===== config.mk =====
export PLATFORM = sky130hd
export DESIGN_NAME = edrs_regs
export DESIGN_NICKNAME = d
export VERILOG_FILES = /design/src/core/edrs_pkg.sv /design/src/core/edrs_regs.sv
export SDC_FILE = /design/constraint.sdc
export NUM_CORES = 1
export LEC_CHECK = 0
export ABC_CLOCK_PERIOD_IN_PS = 1400
export BUFFER_PORTS_ARGS = -buffer_cell sky130_fd_sc_hd__buf_2
export CORE_MARGIN = 5
export CORE_UTILIZATION = 44
export DETAILED_ROUTE_END_ITERATION = 10
export GPL_TIMING_DRIVEN = 1
export PLACE_DENSITY = 0.77
export SYNTH_ARGS = -nofsm -noshare
export SYNTH_HDL_FRONTEND = slang
export SYNTH_SLANG_ARGS = --single-unit

===== constraint.sdc =====
create_clock -name REF_CLK -period 1.4 [get_ports REF_CLK]
set_input_delay 0.28 -clock REF_CLK [delete_from_list [all_inputs] [get_ports REF_CLK]]
set_output_delay 0.28 -clock REF_CLK [all_outputs]
set_load 0.1 [all_outputs]

===== src/core/edrs_pkg.sv =====
// Package for the receive base and status register bank.
// Assumes a 32-bit APB master and a single REF_CLK domain.
package edrs_pkg;

  localparam int          DATA_W          = 32;
  localparam int          ADDR_W          = 8;

  // Register byte offsets
  localparam logic [7:0]  OFS_RX_BASE     = 8'h00;
  localparam logic [7:0]  OFS_STATUS      = 8'h04;
  localparam logic [7:0]  OFS_PERMIT      = 8'h08;
  localparam logic [7:0]  OFS_RX_REQUEST  = 8'h0C;
  localparam logic [7:0]  OFS_DMA_MODE    = 8'h10;
  localparam logic [7:0]  OFS_TXRX_MODE   = 8'h14;
  localparam logic [7:0]  OFS_TSU_STATUS  = 8'h18;

  // Status field positions
  localparam int          BIT_WB_DONE     = 30;
  localparam int          BIT_TX_ABORT    = 26;
  localparam int          BIT_RX_ABORT    = 25;
  localparam int          BIT_FRM_OVF     = 24;
  localparam int          BIT_MAC_SUM     = 22;

  // Bits software may clear by writing one
  localparam logic [31:0] STATUS_W1C_MASK = 32'h4700_0000;
  // Every implemented status bit
  localparam logic [31:0] STATUS_IMPL     = 32'h4740_0000;

  // Control fields
  localparam int          BIT_RX_REQUEST  = 0;
  localparam int          BIT_WB_SELECT   = 0;
  localparam int          BIT_TSU_ENABLE  = 1;
  localparam int          DLEN_LSB        = 4;
  localparam int          DLEN_W          = 2;

  localparam logic [31:0] RESET_WORD      = 32'h0000_0000;
  localparam logic [DLEN_W-1:0] DLEN_16   = 2'h0;
  localparam logic [DLEN_W-1:0] DLEN_32   = 2'h1;
  localparam logic [DLEN_W-1:0] DLEN_64   = 2'h2;

  // Hardware event strobes, one cycle each
  typedef struct packed {
    logic tx_writeback_done;
    logic tx_abort_flag;
    logic rx_abort_flag;
    logic rx_frame_counter_overflow;
  } edrs_evt_t;

  typedef enum logic [0:0] {
    RX_IDLE   = 1'b0,
    RX_ACTIVE = 1'b1
  } edrs_rx_state_t;

endpackage


===== src/core/edrs_regs.sv =====
// Receive descriptor base, combined status, permission and request registers.
// Assumes event strobes and MAC summary level come from REF_CLK logic.
//
// Functional notes
// - 32-bit RW base register, zero at reset
// - Status bits 30 and 26-24 clear on write one only
// - Bit 22 read-only, follows MAC summary
// - Permission bit masks each status source
// - Channel status drives its own irq output
// - Second irq from timestamp unit status
// - Bit 30 sets on tx write-back done
// - Write-back flag only with select bit set
// - Bit 26 sets on tx abort
// - Bit 25 sets on rx abort
// - Bit 24 sets on frame counter overflow
// - Reserved bits 31, 29-27 read zero
// - Request one starts descriptor fetch, zero disables
//
// The placing of the registers and the APB interface to the registers were chosen for this implementation.
`timescale 1ns/1ns
module edrs_regs
  import edrs_pkg::*;
#(
  parameter int CHANNEL = 0
) (
  input  wire logic              REF_CLK,
  input  wire logic              SRST,
  input  wire logic              PSEL,
  input  wire logic              PENABLE,
  input  wire logic              PWRITE,
  input  wire logic [ADDR_W-1:0] PADDR,
  input  wire logic [31:0]       PWDATA,
  input  wire logic [3:0]        PSTRB,
  output logic      [31:0]       PRDATA,
  output logic                   PREADY,
  output logic                   PSLVERR,
  input  wire edrs_evt_t         EVT,
  input  wire logic              MAC_SUMMARY,
  input  wire logic              TSU_EVENT,
  input  wire logic              RX_STOP,
  output logic                   RX_FETCH_START,
  output logic                   RX_ENABLE,
  output logic      [31:0]       RX_BASE,
  output logic      [DLEN_W-1:0] DESC_LEN,
  output logic                   IRQ_CHANNEL,
  output logic                   IRQ_TSU
);

  ////////////////////////////////////////////////////////////////////////////
  logic [31:0]    base_reg, base_next;
  logic [31:0]    status_reg, status_next;
  logic [31:0]    permit_reg, permit_next;
  logic [DLEN_W-1:0] dlen_reg, dlen_next;
  logic           wbsel_reg, wbsel_next;
  logic           tsu_reg, tsu_next;
  logic           tsu_mask_reg, tsu_mask_next;
  edrs_rx_state_t rx_reg, rx_next;
  logic           fetch_reg, fetch_next;
  logic [31:0]    rdata_reg, rdata_next;
  logic           err_reg, err_next;
  logic           irq_reg, irq_next;
  logic           irq_tsu_reg, irq_tsu_next;

  logic           acc;
  logic           wr;
  logic [31:0]    wmask;
  logic [31:0]    wdat;
  logic           hit;
  logic [31:0]    set_vec;

  // Zero-wait slave: every access completes in its first access cycle
  assign acc = PSEL & PENABLE;
  assign wr  = acc & PWRITE;

  genvar g;
  generate
    for (g = 0; g < 4; g++) begin : g_lane
      assign wmask[8*g+7:8*g] = {8{PSTRB[g]}};
    end
  endgenerate
  assign wdat = PWDATA & wmask;

  always_comb begin
    hit = 1'b1;
    case (PADDR)
      OFS_RX_BASE, OFS_STATUS, OFS_PERMIT, OFS_RX_REQUEST,
      OFS_DMA_MODE, OFS_TXRX_MODE, OFS_TSU_STATUS: hit = 1'b1;
      default: hit = 1'b0;
    endcase
  end

  ////////////////////////////////////////////////////////////////////////////
  // Status sources
  always_comb begin
    set_vec = 32'h0000_0000;
    set_vec[BIT_WB_DONE]  = EVT.tx_writeback_done & wbsel_reg;
    set_vec[BIT_TX_ABORT] = EVT.tx_abort_flag;
    set_vec[BIT_RX_ABORT] = EVT.rx_abort_flag;
    set_vec[BIT_FRM_OVF]  = EVT.rx_frame_counter_overflow;
  end

  always_comb begin
    status_next = status_reg;
    if (wr && PADDR == OFS_STATUS) begin
      status_next = status_reg & ~(wdat & STATUS_W1C_MASK);
    end
    // Set wins over a same-cycle clear
    status_next = status_next | set_vec;
    status_next[BIT_MAC_SUM] = MAC_SUMMARY;
    status_next = status_next & STATUS_IMPL;
  end

  ////////////////////////////////////////////////////////////////////////////
  // Control registers and receive request
  always_comb begin
    base_next     = base_reg;
    permit_next   = permit_reg;
    dlen_next     = dlen_reg;
    wbsel_next    = wbsel_reg;
    tsu_mask_next = tsu_mask_reg;
    rx_next       = rx_reg;
    fetch_next    = 1'b0;
    tsu_next      = tsu_reg | TSU_EVENT;
    // Base is writable at any time; keeping it still while active is software's job
    if (wr && PADDR == OFS_RX_BASE) begin
      base_next = (base_reg & ~wmask) | wdat;
    end
    if (wr && PADDR == OFS_PERMIT) begin
      permit_next = ((permit_reg & ~wmask) | wdat) & STATUS_IMPL;
    end
    if (wr && PADDR == OFS_DMA_MODE && PSTRB[0]) begin
      dlen_next = PWDATA[DLEN_LSB +: DLEN_W];
    end
    if (wr && PADDR == OFS_TXRX_MODE && PSTRB[0]) begin
      wbsel_next    = PWDATA[BIT_WB_SELECT];
      tsu_mask_next = PWDATA[BIT_TSU_ENABLE];
    end
    if (wr && PADDR == OFS_TSU_STATUS && PSTRB[0] && PWDATA[0]) begin
      tsu_next = TSU_EVENT;
    end
    case (rx_reg)
      RX_IDLE: begin
        if (wr && PADDR == OFS_RX_REQUEST && PSTRB[0] && PWDATA[BIT_RX_REQUEST]) begin
          rx_next    = RX_ACTIVE;
          fetch_next = 1'b1;
        end
      end
      RX_ACTIVE: begin
        if (RX_STOP) begin
          rx_next = RX_IDLE;
        end else if (wr && PADDR == OFS_RX_REQUEST && PSTRB[0] &&
                     !PWDATA[BIT_RX_REQUEST]) begin
          rx_next = RX_IDLE;
        end
      end
      default: rx_next = RX_IDLE;
    endcase
  end

  ////////////////////////////////////////////////////////////////////////////
  // Read mux and interrupts
  always_comb begin
    rdata_next = rdata_reg;
    err_next   = 1'b0;
    if (PSEL && !PENABLE) begin
      err_next = ~hit;
      case (PADDR)
        OFS_RX_BASE:    rdata_next = base_reg;
        OFS_STATUS:     rdata_next = status_reg & STATUS_IMPL;
        OFS_PERMIT:     rdata_next = permit_reg;
        OFS_RX_REQUEST: rdata_next = {31'h0, rx_reg == RX_ACTIVE};
        OFS_DMA_MODE:   rdata_next = {26'h0, dlen_reg, 4'h0};
        OFS_TXRX_MODE:  rdata_next = {30'h0, tsu_mask_reg, wbsel_reg};
        OFS_TSU_STATUS: rdata_next = {31'h0, tsu_reg};
        default:        rdata_next = 32'h0000_0000;
      endcase
    end
    irq_next     = |(status_reg & permit_reg);
    irq_tsu_next = tsu_reg & tsu_mask_reg;
  end

  always_ff @(posedge REF_CLK) begin
    if (SRST) begin
      base_reg     <= RESET_WORD;
      status_reg   <= RESET_WORD;
      permit_reg   <= RESET_WORD;
      dlen_reg     <= DLEN_16;
      wbsel_reg    <= 1'b0;
      tsu_reg      <= 1'b0;
      tsu_mask_reg <= 1'b0;
      rx_reg       <= RX_IDLE;
      fetch_reg    <= 1'b0;
      rdata_reg    <= RESET_WORD;
      err_reg      <= 1'b0;
      irq_reg      <= 1'b0;
      irq_tsu_reg  <= 1'b0;
    end else begin
      base_reg     <= base_next;
      status_reg   <= status_next;
      permit_reg   <= permit_next;
      dlen_reg     <= dlen_next;
      wbsel_reg    <= wbsel_next;
      tsu_reg      <= tsu_next;
      tsu_mask_reg <= tsu_mask_next;
      rx_reg       <= rx_next;
      fetch_reg    <= fetch_next;
      rdata_reg    <= rdata_next;
      err_reg      <= err_next;
      irq_reg      <= irq_next;
      irq_tsu_reg  <= irq_tsu_next;
    end
  end

  assign PRDATA         = rdata_reg;
  assign PREADY         = 1'b1;
  assign PSLVERR        = err_reg;
  assign RX_BASE        = base_reg;
  assign DESC_LEN       = dlen_reg;
  assign RX_ENABLE      = (rx_reg == RX_ACTIVE);
  assign RX_FETCH_START = fetch_reg;
  assign IRQ_CHANNEL    = irq_reg;
  assign IRQ_TSU        = irq_tsu_reg;
endmodule


==> metrics.md, run 1 <==
| Metric | Value |
|---|---|
| Register area | `between 1500 and 2000 µm²` |
| Layout fillers | `about 680` |
| Drt pass-1 iters | `8` |
| CP Data Arrival Time | `1.06 ns` |
| Critical Path Source Type | `flop` |
| Die area | `just under 10,000 µm²` |
| Unrepaired setup endpoints after global routing | `false` |
| Share of layout cells above drive strength 1 | `38.2%` |
| XOR/XNOR Fraction of Synth Area | `0%` |
| Global-route wire length before repair | `15,400 µm` |
| Crit path required time | `~1.1 ns` |
| Crit path max fanout | `1` |
| Post-Synth Adder-Cell Area | `0%` |
| PD cells | `945 nW/µm²` |
| Largest family of logic cells by synthesized area | `simple AND/OR/NAND/NOR gates` |
| Ys flop type | `dfxtp_1` |
| # DRC | `0` |
| Net Count, Synth | `around 430` |
| Core area | `around 7700 µm²` |
| DR iter-0 viols | `143` |
| Synth Area in Simple Gates | `a little under a quarter` |
| # hold bufs at CTS | `0` |
| Root Driver | `clkbuf_8` |
| Type of the worst setup path | `flop to output port` |
| Placed insts | `~610` |
| Syn. warnings | `0` |
| Fin nets | `around 570` |
| Area Growth Syn to Fin | `36.8%` |
| Async set or reset register ratio after synthesis | `0%` |
| Total power | `roughly 4.5 mW` |
| VDD IR-drop max | `between 500 and 600 µV` |
| Synth cell types | `43` |
| Number of global-route vias before repair | `between 3,000 and 4,000` |
| Status | `completed` |
| Synth Area per Inst | `a little over 9 µm²` |
| Leakage | `~2.2 nW` |
| Max layer used | `met4` |
| CTS Buffer Depth | `2` |
| Vias after detailed routing | `between 3,000 and 4,000` |
| CTS tree | `done` |
| Largest cells by area after synthesis | `dfxtp_1, mux2i_1, a21oi_1` |
| Mapped Cells | `around 380` |
| CTS clk-pin slew, worst paths | `approximately 0.090 ns` |
| Routed WL | `approximately 9500 µm` |
| Final Max Tran Viols | `0` |
| Worst-Skew Late Latency | `~0.34 ns` |
| R2R setup slack | `0.40 ns` |
| Routability cong. | `~0.84` |
| Dpl hpwl | `between 7000 and 8000 µm` |
| Grt ovf | `0` |
| Fmax | `~740 MHz` |
| Worst Hold Class | `primary input to flop` |
| Fin crit period | `1.34 ns` |
| DR WL met3 | `approximately 610 µm` |
| Initial antenna violation count | `0` |
| M1 WL | `between 3000 and 4000 µm` |
| EDFF count, synth | `0` |
| Final Setup Violations | `0` |
| Max cap viols | `0` |
| Mux contribution to synthesized area | `11.9%` |
| Multi-input gate area | `about 1600 µm²` |
| Met2 wire length | `between 4000 and 5000 µm` |
| Crit-path leading delay family | `buffers and inverters` |
| Avg Vias per Cell | `approximately 5.2` |
| Post-DRT Antenna Nets | `0` |
| Critical path buffers and inverters | `1` |
| Seq/Total Area, Yosys | `between 40% and 50%` |
| H-tree depth | `3` |
| Row cnt | `32` |
| Critical Path End Type | `output port` |
| Post-Syn Area | `3480 µm²` |
| # IOs | `128` |
| Chip Height | `between 90 and 100 µm` |
| Seq cells post-synth | `84` |
| Critical path, cell by cell | `buf_2` |
| Die X | `98.9 µm` |
| Compound-gate portion of the synthesized area | `10.9%` |
| Post-route insts no fill | `approximately 630` |
| Final period util | `a little over nine tenths` |
| Final hold vios | `0` |
| CTS sink cnt | `84` |
| GRT Overall Usage | `about a fifth` |
| Largest stage delay on the critical path | `0.41 ns` |
| Port Buffers | `126` |
| Largest net degree at the start of global routing | `34` |
| Num CTS Buffers | `9` |
| Post-synth top area share | `between 40% and 50%` |
| Initial Utilization | `between 40% and 50%` |
| Slowest CP cell | `buf_2` |
| Largest area contributor in the netlist | `dfxtp_1` |
| Final Skew | `slightly above 0.009 ns` |
| Ant diodes | `0` |
| DR WL/cell | `15.2 µm` |
power breakdown:
part           leakage, nW  switching [mW]  internal [mW]
sequential           0.684         0.00731           2.40
clock                0.104           0.831          0.929
combinational         1.44           0.202          0.133
total                 2.23            1.04           3.46
path summary, 6_finish.rpt:
path / cells past startpoint / start / to
max: 1 / IRQ_TSU / IRQ_TSU
min: 3 / PWDATA[3] / flop
max reg2reg: 3 / tsu_mask_reg / PRDATA[1]
min reg2reg: 2 / tsu_reg / IRQ_TSU
per-layer routing:
layer  GRT usage (%)  vias up
met1            23.0     1555
met2            32.9       97
li1                -     1604
met5               0        -
met3            5.38       12
met4            6.83        0
cell type report:
cell class / count / area share (%)
Tap cell: 102 / 2.68
Clock buffer: 13 / 3.34
Timing Repair Buffer: 157 / 23.0
Sequential cell: 84 / 35.6
Multi-Input combinational cell: 262 / 34.1
Inverter: 4 / 0.315
Clock inverter: 3 / 0.920
stage by stage:
step / cell area (µm²) / TNS, ns / hold WS [ns] / worst slack, ns / utilization [%]
detailed placement: 4390 / -5.21 / 0.442 / -0.150 / 56.8
global route: 4760 / 0 / 0.157 / 0.00442 / 61.6
global placement: 4390 / -2.57 / 0.436 / -0.0779 / 56.8
finish: 4760 / 0 / 0.165 / 0.0555 / 61.6
floorplan: 3490 / 0 / 0.389 / 0.00825 / -
CTS: 4720 / 0 / 0.157 / 0.000316 / 61.0
synthesized netlist by cell type, drive strengths merged (2+ instances only):
cell and n:
o2bb2ai 5, nand2b 6, and3 2, mux2 2, dfxtp 84, nand4 11
nor3 3, nand3 36, a311oi 3, inv 4, buf 13, and4 4
nor2b 3, a21oi 43, clkbuf 15, nand3b 3, mux2i 39, nand2 46
nor2 38, a22oi 2, and2 2
cells in the final DEF, fill, tap and decap left out, drive strengths merged, types with 4 or more instances in the layout:
cell	instances
nand2	46
nand2b	6
nor2	38
inv	5
clkbuf	30
mux2i	39
buf	140
nand3	36
nand4	11
dfxtp	84
and4	4
o2bb2ai	5
a21oi	43
kinds of logic (layout without fill, tap and decap cells):
kind of cell,count (synthesis),count (layout)
and+or+nand+nor,159,159
AOI/OAI and AO/OA,61,61
muxes,41,41
DFF,84,84
other,1,1
buffers and inverters,32,177
repair_timing:
action,CTS,global route
setup buffers,0,0
gates resized for setup,50,17
endpoints found under the setup margin,50,17
pin swaps,0,0
hold endpoints to repair,0,0
Power figures use the tool's default switching activity.
==> run 2: changes to the inputs <==
- ABC_AREA: unset -> 1
- PLACE_DENSITY: 0.77 -> 0.78
- SETUP_SLACK_MARGIN: unset -> 0.3
==> run 2 against run 1 <==
Via count increased by 34%. Clock power increased by 16%. Highest routed layer unchanged. First-iteration DRC count rose by 140%. Die area fell by 3.6%. Non-clock buffer count rose by 38. Largest power group unchanged.
==> metrics.md, run 2 <==
| Metric | Value |
|---|---|
| Share of layout cells above drive strength 1 | `63.2% (+25 points)` |
| Synth Area in Simple Gates | `23.5% (-0.21 points)` |
| Type of the worst setup path | `primary input to flop` |
| Register area | `1830 µm² (+7.9%)` |
| Post-Syn Area | `3340 µm² (-4.0%)` |
| Core area | `7330 µm² (-5.1%)` |
| Ys flop type | `dfxtp_1` |
| Fmax | `778 MHz (+4.6%)` |
| Fin area | `6800 µm² (+43%)` |
| Crit path max fanout | `3 (+2)` |
| Layout fillers | `230 (-66%)` |
| VDD IR-drop max | `741 µV (+36%)` |
| Share of power burned in registers | `45.6% (-7.8 points)` |
| # IOs | `128 (unchanged)` |
| Worst-Skew Late Latency | `0.37 ns (+0.03 ns)` |
| GRT Overall Usage | `26.4% (+7.1 points)` |
| Most used cell, CP | `nand2_1` |
| Routed WL | `17,300 µm (+82%)` |
| Port Buffers | `126 (unchanged)` |
| R2R depth | `5 (+2)` |
| Async set or reset register ratio after synthesis | `0% (unchanged)` |
| Final Skew | `0.00756 ns (-0.00178 ns)` |
| Critical path buffers and inverters | `3 (+2)` |
| CP Data Arrival Time | `1.53 ns (+0.47 ns)` |
| Net Count, Synth | `503 (+16%)` |
| Ant diodes | `0 (unchanged)` |
| Post-route insts no fill | `733 (+17%)` |
| DR WL/cell | `23.6 µm (+55%)` |
| Crit-path leading delay family | `simple AND/OR/NAND/NOR gates` |
| Crit path required time | `1.65 ns (+0.53 ns)` |
| CTS sink cnt | `84 (unchanged)` |
| Most common cell in the synthesized netlist | `nand2_1` |
| PD cells | `793 nW/µm² (-16%)` |
| CTS clk-pin slew, worst paths | `0.09 ns (about the same)` |
| Pre-CTS setup slack | `-0.0993 ns (+0.0508 ns)` |
| Most frequent cells in the layout | `buf_12, nand2_1, buf_4` |
| H-tree depth | `3 (unchanged)` |
| Clk pwr share | `37.8% (-1.3 points)` |
| Finished Core Util | `92.7% (+31 points)` |
| DR iter-0 viols | `337 (+140%)` |
| Commonest non-fill, non-tap cell in the layout | `buf_12` |
| Chip Height | `97.1 µm (-1.8%)` |
| Post-Synth Adder-Cell Area | `0% (unchanged)` |
| Compound-gate portion of the synthesized area | `19.3% (+8.4 points)` |
| Vias after detailed routing | `4,375 (+34%)` |
| Drt pass-1 iters | `6 (-2)` |
| Final WS setup | `0.114 ns (+0.0587 ns)` |
| Synth cell count leaders | `nand2_1, dfxtp_1, a21oi_1` |
| Area after DPL | `4290 µm² (-2.2%)` |
| EDFF count, synth | `0 (unchanged)` |
| Routability cong. | `0.897 (+6.9%)` |
| Leakage | `2.77 nW (+24%)` |
| Critical Path End Type | `flop` |
| CTS Buffer Depth | `2 (unchanged)` |
| Number of global-route vias before repair | `4,067 (+24%)` |
| Final period util | `91.8% (-4.2 points)` |
| Least-Margin Pin Slew | `0.575 ns` |
| Seq/Total Area, Yosys | `50.4% (+2.0 points)` |
| Largest net degree at the start of global routing | `56 (+65%)` |
| Global-route wire length before repair | `20,400 µm (+32%)` |
| Fin nets | `685 (+19%)` |
| Status | `completed` |
| Placed insts | `665 (+9.2%)` |
| Final hold vios | `0 (unchanged)` |
| Synth Area per Inst | `7.47 µm² (-19%)` |
| Syn. warnings | `0 (unchanged)` |
| Largest family of logic cells by synthesized area | `simple AND/OR/NAND/NOR gates` |
| Hold path depth | `3 (unchanged)` |
| Initial Utilization | `45.5% (+0.52 points)` |
| Unrepaired setup endpoints after global routing | `true` |
| Final Setup Violations | `0 (unchanged)` |
| Largest cells by area after synthesis | `dfxtp_1, nand2_1, a21oi_1` |
| Switching Share | `31.2% (+8.1 points)` |
| CTS tree | `done` |
| Max cap viols | `0 (unchanged)` |
| Initial antenna violation count | `0 (unchanged)` |
| Fin crit period | `1.29 ns (-0.0587 ns)` |
| Critical path, cell by cell | `buf_2 -> inv_1 -> nand2_1 -> buf_4 -> nor2_1 -> nand2_1 -> o31ai_1 -> a21oi_1` |
| Grt ovf | `0 (unchanged)` |
| Seq cells post-synth | `84 (unchanged)` |
| Dpl hpwl | `7050 µm (-0.72%)` |
| Multi-input gate area | `2090 µm² (+29%)` |
| Combinational share of power | `16.6% (+9.2 points)` |
| Row cnt | `31 (-3.1%)` |
| XOR/XNOR Fraction of Synth Area | `0% (unchanged)` |
| # hold bufs at CTS | `0 (unchanged)` |
| Area Growth Syn to Fin | `104%` |
| Slowest CP cell | `o31ai_1` |
| Largest area contributor in the netlist | `dfxtp_1` |
| Pint | `3.71 mW (+7.3%)` |
| Mux contribution to synthesized area | `0% (-12 points)` |
| Critical path depth | `8 (+7)` |
| Largest stage delay on the critical path | `0.28 ns (-0.13 ns)` |
| Critical Path Source Type | `primary input` |
| # DRC | `0 (unchanged)` |
| Root Driver | `clkbuf_8` |
| Avg Vias per Cell | `5.97 (+14%)` |
| Mapped Cells | `447 (+18%)` |
| Die X | `97.1 µm (-1.8%)` |
| Post-DRT Antenna Nets | `0 (unchanged)` |
| Die area | `9430 µm² (-3.6%)` |
| Final Max Tran Viols | `0 (unchanged)` |
| Max-slew headroom | `roughly 60%` |
| Switching power | `1.68 mW (+62%)` |
| Worst Hold Class | `primary input to flop` |
| Post-synth top area share | `50.4% (+2.0 points)` |
| Num CTS Buffers | `9 (unchanged)` |
| Synth cell types | `25 (-42%)` |
-- run 2: what timing repair did --
| item | CTS | global route |
|---|---|---|
| resized for setup | 315 | 178 |
| cloned | 2 | 2 |
| setup buffers | 34 | 14 |
| endpoints found under the setup margin | 83 | 143 |
| pin swaps | 4 | 50 |
-- run 2: final timing paths --
kind	startpoint	endpoint	slack (ns)
worst min-delay path	MAC_SUMMARY	status_reg[22]	0.12
worst min register to register	flop	IRQ_CHANNEL	0.48
worst max register to register	RX_ENABLE	PRDATA[0]	0.37
worst max-delay path	PADDR[0]	RX_ENABLE	0.11
-- run 2: per-stage QoR --
step                      hold WS [ns]  setup TNS, ns  power, mW
after floorplan                  0.387              0       2.96
after global placement           0.437          -1.87       3.15
after detailed placement         0.443          -2.64       3.16
after CTS                        0.103              0       5.21
after global routing             0.118              0       5.53
final                            0.124              0       5.39
-- run 2: power by group through the flow --
stage               logic [mW]  clock network (mW)  registers (mW)
floorplan                0.164                   0            2.80
global placement         0.626                   0            2.52
detailed placement       0.636                   0            2.52
CTS                      0.764                1.98            2.47
global route             0.919                2.15            2.46
finish                   0.894                2.04            2.46
-- run 2: cells by family after synthesis --
logic type	after synthesis
buffers and inverters	52
AOI/OAI and AO/OA	125
DFF	84
and+or+nand+nor	185
other	1
-- run 2: per-layer routing --
| metal | GRT usage [%] | part of all wire [%] | up-vias |
|---|---|---|---|
| met5 | 0 | 0 | - |
| li1 | - | - | 1855 |
| met4 | 10.7 | 5.9 | 0 |
| met3 | 6.60 | 9.1 | 93 |
| met1 | 29.5 | 34 | 2075 |
| met2 | 47.6 | 51 | 352 |
-- run 2: cell type report --
cell class / count / area share, %
Clock buffer: 9 / 1.82
Inverter: 28 / 1.58
Clock inverter: 7 / 1.45
Multi-Input combinational cell: 311 / 30.7
Sequential cell: 84 / 26.9
Tap cell: 99 / 1.82
Timing Repair Buffer: 195 / 35.7
-- run 2: tightest hold or removal path: cells and delay by family --
family | cells | cell delay, ns
buffers and inverters | 2 | 0.14
and+or+nand+nor | 1 | 0.03
==> run 3: changes to the inputs <==
- PLACE_DENSITY: 0.78 -> 0.76
==> run 3 against run 2 <==
Largest power group unchanged. Combinational power shrank 4.3%. Global-route usage shrank 1.1 points. Total power fell by 2.5%. Critical path depth up 1. Count of clock-buffer cells in the layout is 2 higher. Sequential power barely moved. Utilization shrank 3.1 points. Highest routed layer unchanged. Register-to-register slack hardly changed. First-iteration DRC count is 29% lower. Maximum frequency increased by 5.0%. Clock power is 5% lower. Flip-flop and latch count stayed put.
==> metrics.md, run 3 (synthesis results as in run 2) <==
| Metric | Value |
|---|---|
| Critical path, cell by cell | `buf_6 -> nor2_4 -> nand2_4 -> nor3_4 -> buf_12 -> buf_12 -> buf_12 -> nand3_4 -> a21oi_2` |
| Root Driver | `clkbuf_8` |
| Die X | `97.1 µm (unchanged)` |
| Share of layout cells above drive strength 1 | `58.4% (-4.9 points)` |
| Fin Setup TNS | `0 ns (unchanged)` |
| Unrepaired setup endpoints after global routing | `true` |
| # DRC | `0 (unchanged)` |
| Fin crit period | `1.22 ns (-0.0611 ns)` |
| Global routing's busiest layer | `met2` |
| Fin nets | `684 (-0.15%)` |
| Critical path buffers and inverters | `4 (+1)` |
| Crit path max fanout | `7 (+4)` |
| Core area | `7330 µm² (unchanged)` |
| Minimum hold slack | `0.139 ns (+0.0154 ns)` |
| Final Max Tran Viols | `0 (unchanged)` |
| Vias after detailed routing | `4,046 (-7.5%)` |
| Avg Vias per Cell | `5.53 (-7.3%)` |
| Critical Path Source Type | `primary input` |
| CP Data Arrival Time | `1.50 ns (-0.03 ns)` |
| Initial Utilization | `45.5% (unchanged)` |
| GRT Overall Usage | `25.3% (-1.1 points)` |
| Met2 Use GR | `44.7% (-2.9 points)` |
| Critical Path End Type | `flop` |
| Met3 Use GR | `6.03% (-0.57 points)` |
| Final Skew | `0.0103 ns (+0.00273 ns)` |
| Slowest CP cell | `nor3_4` |
| Leakage | `2.63 nW (-5.2%)` |
| Global-route wire length before repair | `19,600 µm (-3.8%)` |
| Number of global-route vias before repair | `3,932 (-3.3%)` |
| CTS sink cnt | `84 (unchanged)` |
| Post-route insts no fill | `731 (-0.27%)` |
| Most frequent cells in the layout | `nand2_1, buf_12, buf_4` |
| Area Growth Syn to Fin | `96.9%` |
| Crit-path leading delay family | `buffers and inverters` |
| Routability cong. | `0.866 (-3.4%)` |
| Most used cell, CP | `buf_12` |
| Largest stage delay on the critical path | `0.20 ns (-0.08 ns)` |
| CTS tree | `done` |
| Fmax | `817 MHz (+5.0%)` |
| Area after DPL | `4340 µm² (+1.2%)` |
| Worst-Skew Late Latency | `0.36 ns (about the same)` |
| Largest net degree at the start of global routing | `51 (-8.9%)` |
| Worst Hold Class | `primary input to flop` |
| Global-route met1 utilization | `29.0% (-0.48 points)` |
| Routed WL | `14,800 µm (-15%)` |
| Drt pass-1 iters | `5 (-1)` |
| Commonest non-fill, non-tap cell in the layout | `nand2_1` |
| Grt ovf | `0 (unchanged)` |
| Num CTS Buffers | `9 (unchanged)` |
| Status | `completed` |
| Crit path required time | `1.68 ns (+0.03 ns)` |
| Finished Core Util | `89.7% (-3.1 points)` |
| H-tree depth | `3 (unchanged)` |
| Row cnt | `31 (unchanged)` |
| DR iter-0 viols | `239 (-29%)` |
| # IOs | `128 (unchanged)` |
| Max cap viols | `0 (unchanged)` |
| Port Buffers | `126 (unchanged)` |
| Final Setup Violations | `0 (unchanged)` |
| Fin area | `6570 µm² (-3.3%)` |
| Chip Height | `97.1 µm (unchanged)` |
| Final hold vios | `0 (unchanged)` |
| Post-DRT Antenna Nets | `0 (unchanged)` |
| Dpl hpwl | `7010 µm (-0.54%)` |
| Final period util | `87.5% (-4.4 points)` |
| CTS Buffer Depth | `2 (unchanged)` |
| VDD IR-drop max | `645 µV (-13%)` |
| PD cells | `800 nW/µm² (+0.84%)` |
| Type of the worst setup path | `primary input to flop` |
| CTS clk-pin slew, worst paths | `0.09 ns (about the same)` |
| DR WL/cell | `20.3 µm (-14%)` |
| Die area | `9430 µm² (unchanged)` |
| Placed insts | `672 (+1.1%)` |
| Ant diodes | `0 (unchanged)` |
| Initial antenna violation count | `0 (unchanged)` |
run 3: cell types whose count changed in the layout (fill, tap and decap cells not counted), sizes merged:
cell,before,now
clkbuf,11,13
inv,29,27
buf,193,192
clkinvlp,1,0
run 3: worst register-to-register path: stages, from the launching register on:
cell,delay (ns)
dfxtp_4,0.36
buf_4,0.14
buf_4,0.14
nand2_2,0.07
o211ai_1,0.09
nand2_1,0.08
a21oi_2,0.04
run 3: area by class of cell:
| class | instances | area (µm²) |
|---|---|---|
| clock inverter | 4 | 73.8 |
| multi-input combinational | 311 | 1900 |
| clock buffer | 11 | 141 |
| timing repair buffer | 194 | 2400 |
| fill | 285 | 758 |
| sequential | 84 | 1820 |
| tap | 99 | 124 |
| inverter | 28 | 108 |
run 3: where the power goes:
part | total (mW) | switching [mW] | leakage, nW | internal, mW
Sequential | 2.46 | 0.0550 | 0.722 | 2.40
Clock | 1.94 | 0.898 | 0.109 | 1.05
Combinational | 0.856 | 0.569 | 1.80 | 0.287
Total | 5.26 | 1.52 | 2.63 | 3.74
run 3: routing by layer:
layer | part of all wire (%) | up-vias | routed length (µm)
met3 | 6.9 | 44 | 1030
met2 | 54 | 218 | 7980
li1 | - | 1843 | -
met4 | 3.4 | 0 | 510
met5 | 0 | - | 0
met1 | 36 | 1941 | 5280
run 3: worst paths after layout:
check | from | endpoint | slack [ns] | cells past startpoint
max | PADDR[6] | flop | 0.18 | 9
min | MAC_SUMMARY | status_reg[22] | 0.14 | 3
max reg2reg | flop | PRDATA[22] | 0.36 | 6
min reg2reg | flop | IRQ_CHANNEL | 0.47 | 2
run 3: repair_timing:
item / in CTS / in global routing
buffers inserted: 29 / 12
setup endpoints to repair: 74 / 142
cloned: 1 / 2
pin swaps: 5 / 38
gates resized for setup: 316 / 130
hold buffers: 0 / 0
run 3: per-stage QoR:
step / worst slack, ns / power [mW]
6_report: 0.175 / 5.26
4_1_cts: 0.199 / 5.14
2_1_floorplan: 0.127 / 2.96
5_1_grt: 0.130 / 5.38
3_5_place_dp: -0.0583 / 3.16
3_3_place_gp: -0.0185 / 3.15
